==> src/pkg/bac_map.svh <==
`ifndef BAC_MAP_SVH
`define BAC_MAP_SVH
`define BAC_CTRL_RESET      8'h00
`define BAC_VSEL_MSB        7
`define BAC_VSEL_LSB        5
`define BAC_SHORT_EN_BIT    4
`define BAC_STANDBY_BIT     3
`define BAC_CONV_EN_BIT     2
`define BAC_AMP_AMP_SHUTDOWN_BIT    1
`define BAC_UNUSED_BIT      0
`define BAC_STATUS_SHORT_BIT 2
`define BAC_FRAC_MIN_PCT    8'h1E
`define BAC_FRAC_STEP_PCT   8'h0A
`define BAC_VPP_MIN_DV      12'h2A3
`define BAC_VPP_STEP_DV     12'hE1
`endif

==> src/pkg/bac_pkg.sv <==
package bac_pkg;
  typedef struct packed {
    logic [2:0] vsel;
    logic       short_protect_enable;
    logic       output_standby;
    logic       conv_enable;
    logic       amp_shutdown;
  } bac_ctrl_s;

  typedef struct packed {
    logic       converter_run;
    logic       amp_enable;
    logic [7:0] ref_fraction_pct;
    logic [11:0] vpp_target_dv;
  } bac_drive_s;

  typedef enum logic [1:0] {
    BAC_OFF   = 2'b00,
    BAC_RUN   = 2'b01,
    BAC_FAULT = 2'b11
  } bac_state_e;
endpackage

==> src/bac_vsel_decode.sv <==
`timescale 1ns/1ps
`include "bac_map.svh"
module bac_vsel_decode (
  input  wire logic [2:0]  i_code,
  output logic      [7:0]  o_fraction_pct,
  output logic      [11:0] o_vpp_dv
);
  // Ascending map: code 0 is the lowest level, code 7 full scale
  always_comb begin
    o_fraction_pct = `BAC_FRAC_MIN_PCT + 8'(i_code) * `BAC_FRAC_STEP_PCT;
    o_vpp_dv       = `BAC_VPP_MIN_DV + 12'(i_code) * `BAC_VPP_STEP_DV;
  end
endmodule

==> src/bac_control.sv <==
`timescale 1ns/1ps
`include "bac_map.svh"
// Overview of operation
// - Control bits 7-5 hold the voltage-select code for the converter target.
// - Code picks fractions 0.30 to 1.00, targets 67.5 V to 225 V.
// - Short detection active only when enabled and the converter operates.
// - Detected short sets status bit 2 and suspends the converter.
// - With protection disabled, shorts are ignored; a flag already set is held.
// - Standby bit 3 disables converter output, rest keeps running.
// - Bit 2 enables the step-up converter.
// - Bit 1 shuts down both amplifiers.
// - Short flag clears on a falling edge of converter enable.
module bac_control (
  input  wire logic               i_clock,
  input  wire logic               i_reset_n,
  input  wire logic               i_ctrl_write,
  input  wire logic [7:0]         i_ctrl_wdata,
  input  wire logic               i_current_sense_pos,
  input  wire logic               i_current_sense_neg,
  output logic      [7:0]         o_converter_amp_control,
  output logic      [7:0]         o_fault_status,
  output bac_pkg::bac_drive_s     o_drive,
  output logic                    o_output_standby,
  output bac_pkg::bac_state_e     o_state
);
  import bac_pkg::*;

  typedef struct packed {
    bac_ctrl_s  ctrl;
    logic       short_flag;
    bac_state_e state;
    bac_drive_s drive;
  } bac_regs_s;

  bac_regs_s   regs;
  bac_regs_s   next_regs;
  bac_ctrl_s   next_ctrl;
  logic [7:0]  dec_frac;
  logic [11:0] dec_vpp;
  logic        short_event;

  bac_vsel_decode u_decode (
    .i_code         (next_ctrl.vsel),
    .o_fraction_pct (dec_frac),
    .o_vpp_dv       (dec_vpp)
  );

  // Sense pair differential high current means a short
  assign short_event = i_current_sense_pos & ~i_current_sense_neg;

  always_comb begin
    next_regs = regs;
    next_ctrl = regs.ctrl;
    if (i_ctrl_write) begin
      next_ctrl.vsel                 = i_ctrl_wdata[`BAC_VSEL_MSB:`BAC_VSEL_LSB];
      next_ctrl.short_protect_enable = i_ctrl_wdata[`BAC_SHORT_EN_BIT];
      next_ctrl.output_standby       = i_ctrl_wdata[`BAC_STANDBY_BIT];
      next_ctrl.conv_enable          = i_ctrl_wdata[`BAC_CONV_EN_BIT];
      next_ctrl.amp_shutdown         = i_ctrl_wdata[`BAC_AMP_AMP_SHUTDOWN_BIT];
      // Bit 0 has no storage at all
    end
    next_regs.ctrl = next_ctrl;

    // Falling edge of enable clears and outranks a short seen in the
    // same cycle, so a disabled converter never comes back flagged.
    if (regs.ctrl.conv_enable && !next_ctrl.conv_enable) begin
      next_regs.short_flag = 1'b0;
    end else if (regs.ctrl.short_protect_enable && regs.state == BAC_RUN
                 && short_event) begin
      next_regs.short_flag = 1'b1;
    end
    if (!next_ctrl.short_protect_enable && !regs.short_flag) begin
      next_regs.short_flag = 1'b0;
    end

    case (regs.state)
      BAC_OFF: begin
        if (next_ctrl.conv_enable) begin
          next_regs.state = BAC_RUN;
        end
      end
      BAC_RUN: begin
        if (!next_ctrl.conv_enable) begin
          next_regs.state = BAC_OFF;
        end else if (next_regs.short_flag) begin
          next_regs.state = BAC_FAULT;
        end
      end
      BAC_FAULT: begin
        // Held suspended until enable drops
        if (!next_ctrl.conv_enable) begin
          next_regs.state = BAC_OFF;
        end
      end
      default: begin
        next_regs.state = BAC_OFF;
      end
    endcase

    next_regs.drive.converter_run    = (next_regs.state == BAC_RUN)
                                       && !next_ctrl.output_standby;
    next_regs.drive.amp_enable       = !next_ctrl.amp_shutdown;
    next_regs.drive.ref_fraction_pct = dec_frac;
    next_regs.drive.vpp_target_dv    = dec_vpp;
  end

  always_ff @(posedge i_clock or negedge i_reset_n) begin
    if (!i_reset_n) begin
      regs <= '{ctrl: bac_ctrl_s'(7'h00), short_flag: 1'b0, state: BAC_OFF,
                 drive: '{converter_run: 1'b0, amp_enable: 1'b1,
                          ref_fraction_pct: `BAC_FRAC_MIN_PCT,
                          vpp_target_dv: `BAC_VPP_MIN_DV}};
    end else begin
      regs <= next_regs;
    end
  end

  assign o_converter_amp_control = {regs.ctrl, 1'b0};
  assign o_fault_status   = {5'h00, regs.short_flag, 2'h0};
  assign o_drive          = regs.drive;
  assign o_output_standby = regs.ctrl.output_standby;
  assign o_state          = regs.state;
endmodule

==> config.mk <==
export PLATFORM = sky130hd
export DESIGN_NAME = bac_control
export DESIGN_NICKNAME = d
export VERILOG_FILES = /design/src/pkg/bac_pkg.sv /design/src/bac_vsel_decode.sv /design/src/bac_control.sv
export VERILOG_INCLUDE_DIRS = /design/src /design/src/pkg
export SDC_FILE = /design/constraint.sdc
export NUM_CORES = 1
export LEC_CHECK = 0
export BUFFER_PORTS_ARGS = -buffer_cell sky130_fd_sc_hd__clkbuf_2
export CAP_MARGIN = 30
export CORE_MARGIN = 2
export CORE_UTILIZATION = 40
export DETAILED_ROUTE_END_ITERATION = 16
export PLACE_DENSITY = 0.67
export SYNTH_ARGS = -nofsm -noshare
export SYNTH_HDL_FRONTEND = slang
export SYNTH_HIERARCHICAL = 1
export SYNTH_SLANG_ARGS = --single-unit
==> constraint.sdc <==
create_clock -name i_clock -period 3.1 [get_ports i_clock]
set_input_delay 0.155 -clock i_clock [delete_from_list [all_inputs] [get_ports i_clock]]
set_output_delay 0.155 -clock i_clock [all_outputs]
set_load 0.005 [all_outputs]
==> reports/results.env <==
RUN_STATUS='finished, final reports clean'
FINAL_NET_COUNT=182
CP_DATA_REQUIRED_TIME_NS=3.33
GRT_ANTENNA_BEFORE_REPAIR=0
ROUTE.DETAILED.WL_PER_INST_UM=12.8
FINAL_PERIOD_MINUS_WORST_SETUP_SLACK_NS=2.42
ROWS=21
SYNTH_AREA_LEADER_CELL='sky130_fd_sc_hd__dfrtp_1'
ANT_DIODES=0
TRITONCTS='built'
WORST_SKEW_PAIR.LATE_LATENCY_NS=0.33
FMAXACHIEVABLE_MHz=414
MAX-CAP-VIOLATIONS=0
GRT_OVERFLOW_TOTAL=0
CORE_MM2=0.00342
CTS_BUFFERS=5
TOTALWIRELENGTH_UM=2580
DRIVE_ABOVE_1_SHARE=0.439
CLOCK_PATH_BUFFERS=2
CTS-HTREE-LEVELS=2
START_UTIL=0.427
YS.WARNINGS.COUNT=6
SETUP_TOTAL_NEGATIVE_SLACK_NS=0
DRT_ITER0_DRC=16
ASYNC_FLOP_SHARE=1.00
SLEW_HEADROOM=0.498
VIA_PER_INST=4.53
FINAL-MAX-SLEW-VIOLATION-COUNT=0
DIE_H_UM=64.4
IOS=54
CRITICAL_PATH_CLASS='register to register'
DIE-AREA_MM2=0.00414
AREAGROWTHSYNTHTOFINISH_PCT=19.2
SYNTHCELLS=108
GRT_START_MAX_NET_PINS=33
YOSYS.CELL_COUNT.TOP_TYPE='sky130_fd_sc_hd__dfrtp_1'
CTS.CLK_SLEW.WORST_PATHS_NS=0.09
TIMING.FINAL.HOLD_VIOLATIONS=0
DETAIL_ROUTE.DRC_VIOLATIONS=0
CRITPATHARRIVALTIME_NS=2.64
FIRST_PASS_ITERS=3
SYNTHESIS.AREA_PER_INSTANCE_UM2=13.5
DP.FINAL_HPWL_UM=1910
CLOCK-SINKS=32
GRT_USAGE=0.145
BUFFER_PORTS.INSERTED=44
STARTPOINT_TYPES='register'
SYN-CELL-AREA_MM2=0.00146
CTSRESIZECOUNT=0
SYNTH_TOP_AREA_FRAC=0.378
GRT_SETUP_UNREPAIRED='no'
DRT.ANTENNA.VIOLATING_NETS=0
CRIT_FANOUT=11
SYNTHTOPCELLSBYAREA='sky130_fd_sc_hd__dfrtp_1, sky130_fd_sc_hd__dfstp_2, sky130_fd_sc_hd__ha_1, sky130_fd_sc_hd__buf_4, sky130_fd_sc_hd__mux2_2'
DIE-WIDTH_UM=64.4
PEAKVDDDROP_mV=0.203
PWR_DENSITY_CELL_mW_PER_MM2=598
SYNTHDISTINCTLIBCELLS=30
SYNTH_COMMON_CELLS='sky130_fd_sc_hd__dfrtp_1, sky130_fd_sc_hd__buf_4, sky130_fd_sc_hd__ha_1, sky130_fd_sc_hd__dfstp_2, sky130_fd_sc_hd__inv_1'
WORST_SLEW_PIN_SLEW_NS=0.753
SETUP.WORST_PATH.END_CLASS='register'
WIRE_LENGTH_OF_THE_FIRST_GLOBAL_ROUTING_PASS_UM=4380
SETUP_VIOL_COUNT_FINAL=0
SYNTH-EDFF-COUNT=0
FIN_SKEW_NS=0.00899
SYNTH.FF_LATCH_COUNT=32
GP_CONGESTION=0.720
SYNTH_SEQ_AREA_SHARE=0.558
VIA_COUNT_OF_THE_FIRST_GLOBAL_ROUTING_PASS=923
CELL_CHOSEN_FOR_THE_CLOCK_ROOT='sky130_fd_sc_hd__clkbuf_4'
STATIC-LEAKAGE-POWER_nW=0.916
DETAILROUTE.VIA_COUNT=910
FIN_CRIT_SH=0.780
POSTSYNTH.TOPFLOPCELL='sky130_fd_sc_hd__dfrtp_1'
WORSTHOLDPATHTYPE='primary input to register'
TOTAL_POWER_OF_THE_FINAL_LAYOUT_mW=1.04
## timing repair
item                       CTS  global route
hold buffers                 2             0
setup buffers                0             0
setup endpoints to repair    0             0
hold endpoints to repair    23             0
## flip-flops by register name, summed over array words and instances, names as in the netlist
register	cells
o_converter_amp_control	6
o_drive	22
o_fault_status	1
o_output_standby	1
o_state	2
## through the flow
stage                     setup slack, ns  hold slack, ns   util  std cells  area (um^2)
after CTS                           0.665          0.0508  0.509        201         1740
final                               0.682          0.0665  0.509        201         1740
after floorplan                     0.741          -0.141      -        115         1480
after global placement              0.586           0.250  0.486        191         1660
after global routing                0.534          0.0500  0.509        201         1740
after detailed placement            0.540           0.270  0.486        191         1660
## critical path, stage by stage, from the launching register on
cell and delay [ns]:
sky130_fd_sc_hd__dfrtp_1 0.40, sky130_fd_sc_hd__mux2_2 0.39, sky130_fd_sc_hd__ha_1 0.37, sky130_fd_sc_hd__fa_1 0.41
sky130_fd_sc_hd__ha_1 0.33, sky130_fd_sc_hd__a31oi_1 0.21, sky130_fd_sc_hd__nor2_1 0.07, sky130_fd_sc_hd__o22a_1 0.15
## logic make-up (layout without fill, tap and decap cells)
logic type | count (synthesis) | in the layout | synth area share
XOR/XNOR | 8 | 8 | 0.0481
AND/OR/NAND/NOR | 13 | 13 | 0.0489
flip-flops | 32 | 32 | 0.558
adder cells (fa/ha/maj) | 15 | 15 | 0.139
other | 2 | 9 | 0.00515
buffers and inverters | 21 | 61 | 0.0884
multiplexers | 7 | 7 | 0.0532
AO/OA/AOI/OAI | 10 | 10 | 0.0592
## where the power goes
group	switching (mW)	internal, mW	total [mW]	leakage (nW)
combinational	0.131	0.121	0.252	0.510
clock	0.138	0.112	0.249	0.0326
sequential	0.0278	0.511	0.539	0.374
total	0.296	0.744	1.04	0.916
## path summary, 6_finish.rpt
check	cells after the start	startpoint	slack, ns	to
hold reg to reg	1	o_converter_amp_control[1]$_DFF_PN0_	0.44	o_drive[20]$_DFF_PN1_
min in group asynchronous	2	i_reset_n	0.41	o_drive[6]$_DFF_PN0_
setup reg to reg	7	o_converter_amp_control[6]$_DFF_PN0_	0.68	o_drive[11]$_DFF_PN0_
hold / removal	2	i_ctrl_wdata[3]	0.07	o_output_standby$_DFF_PN0_
setup / recovery	7	o_converter_amp_control[6]$_DFF_PN0_	0.68	o_drive[11]$_DFF_PN0_
max in group asynchronous	2	i_reset_n	2.21	o_drive[4]$_DFF_PN0_
## layer usage
| layer | track usage | vias to the layer above | part of all wire |
|---|---|---|---|
| met4 | 0.0798 | 0 | 0.022 |
| met1 | 0.166 | 441 | 0.42 |
| li1 | - | 427 | - |
| met5 | 0 | - | 0 |
| met3 | 0.0599 | 8 | 0.078 |
| met2 | 0.229 | 34 | 0.48 |
## area by class of cell
class,instances,area [um^2]
Fill cell,311,1680
Sequential cell,32,813
Multi-Input combinational cell,62,542
Timing Repair Buffer,46,240
Clock buffer,8,58.8
Tap cell,46,57.6
Inverter,7,26.3
## cell usage in the layout (no fill, tap or decap), types with 2 or more instances in the layout
master,n
sky130_fd_sc_hd__a31oi_1,2
sky130_fd_sc_hd__clkbuf_1,2
sky130_fd_sc_hd__clkbuf_2,44
sky130_fd_sc_hd__clkbuf_4,5
sky130_fd_sc_hd__conb_1,9
sky130_fd_sc_hd__dfrtp_1,22
sky130_fd_sc_hd__dfstp_2,10
sky130_fd_sc_hd__dlygate4sd3_1,2
sky130_fd_sc_hd__fa_1,2
sky130_fd_sc_hd__ha_1,13
sky130_fd_sc_hd__inv_1,7
sky130_fd_sc_hd__mux2_2,6
sky130_fd_sc_hd__nand2_1,2
sky130_fd_sc_hd__nor2_1,4
sky130_fd_sc_hd__xnor2_1,2
sky130_fd_sc_hd__xor2_1,6
No activity file was read; power rests on OpenSTA's default activity.
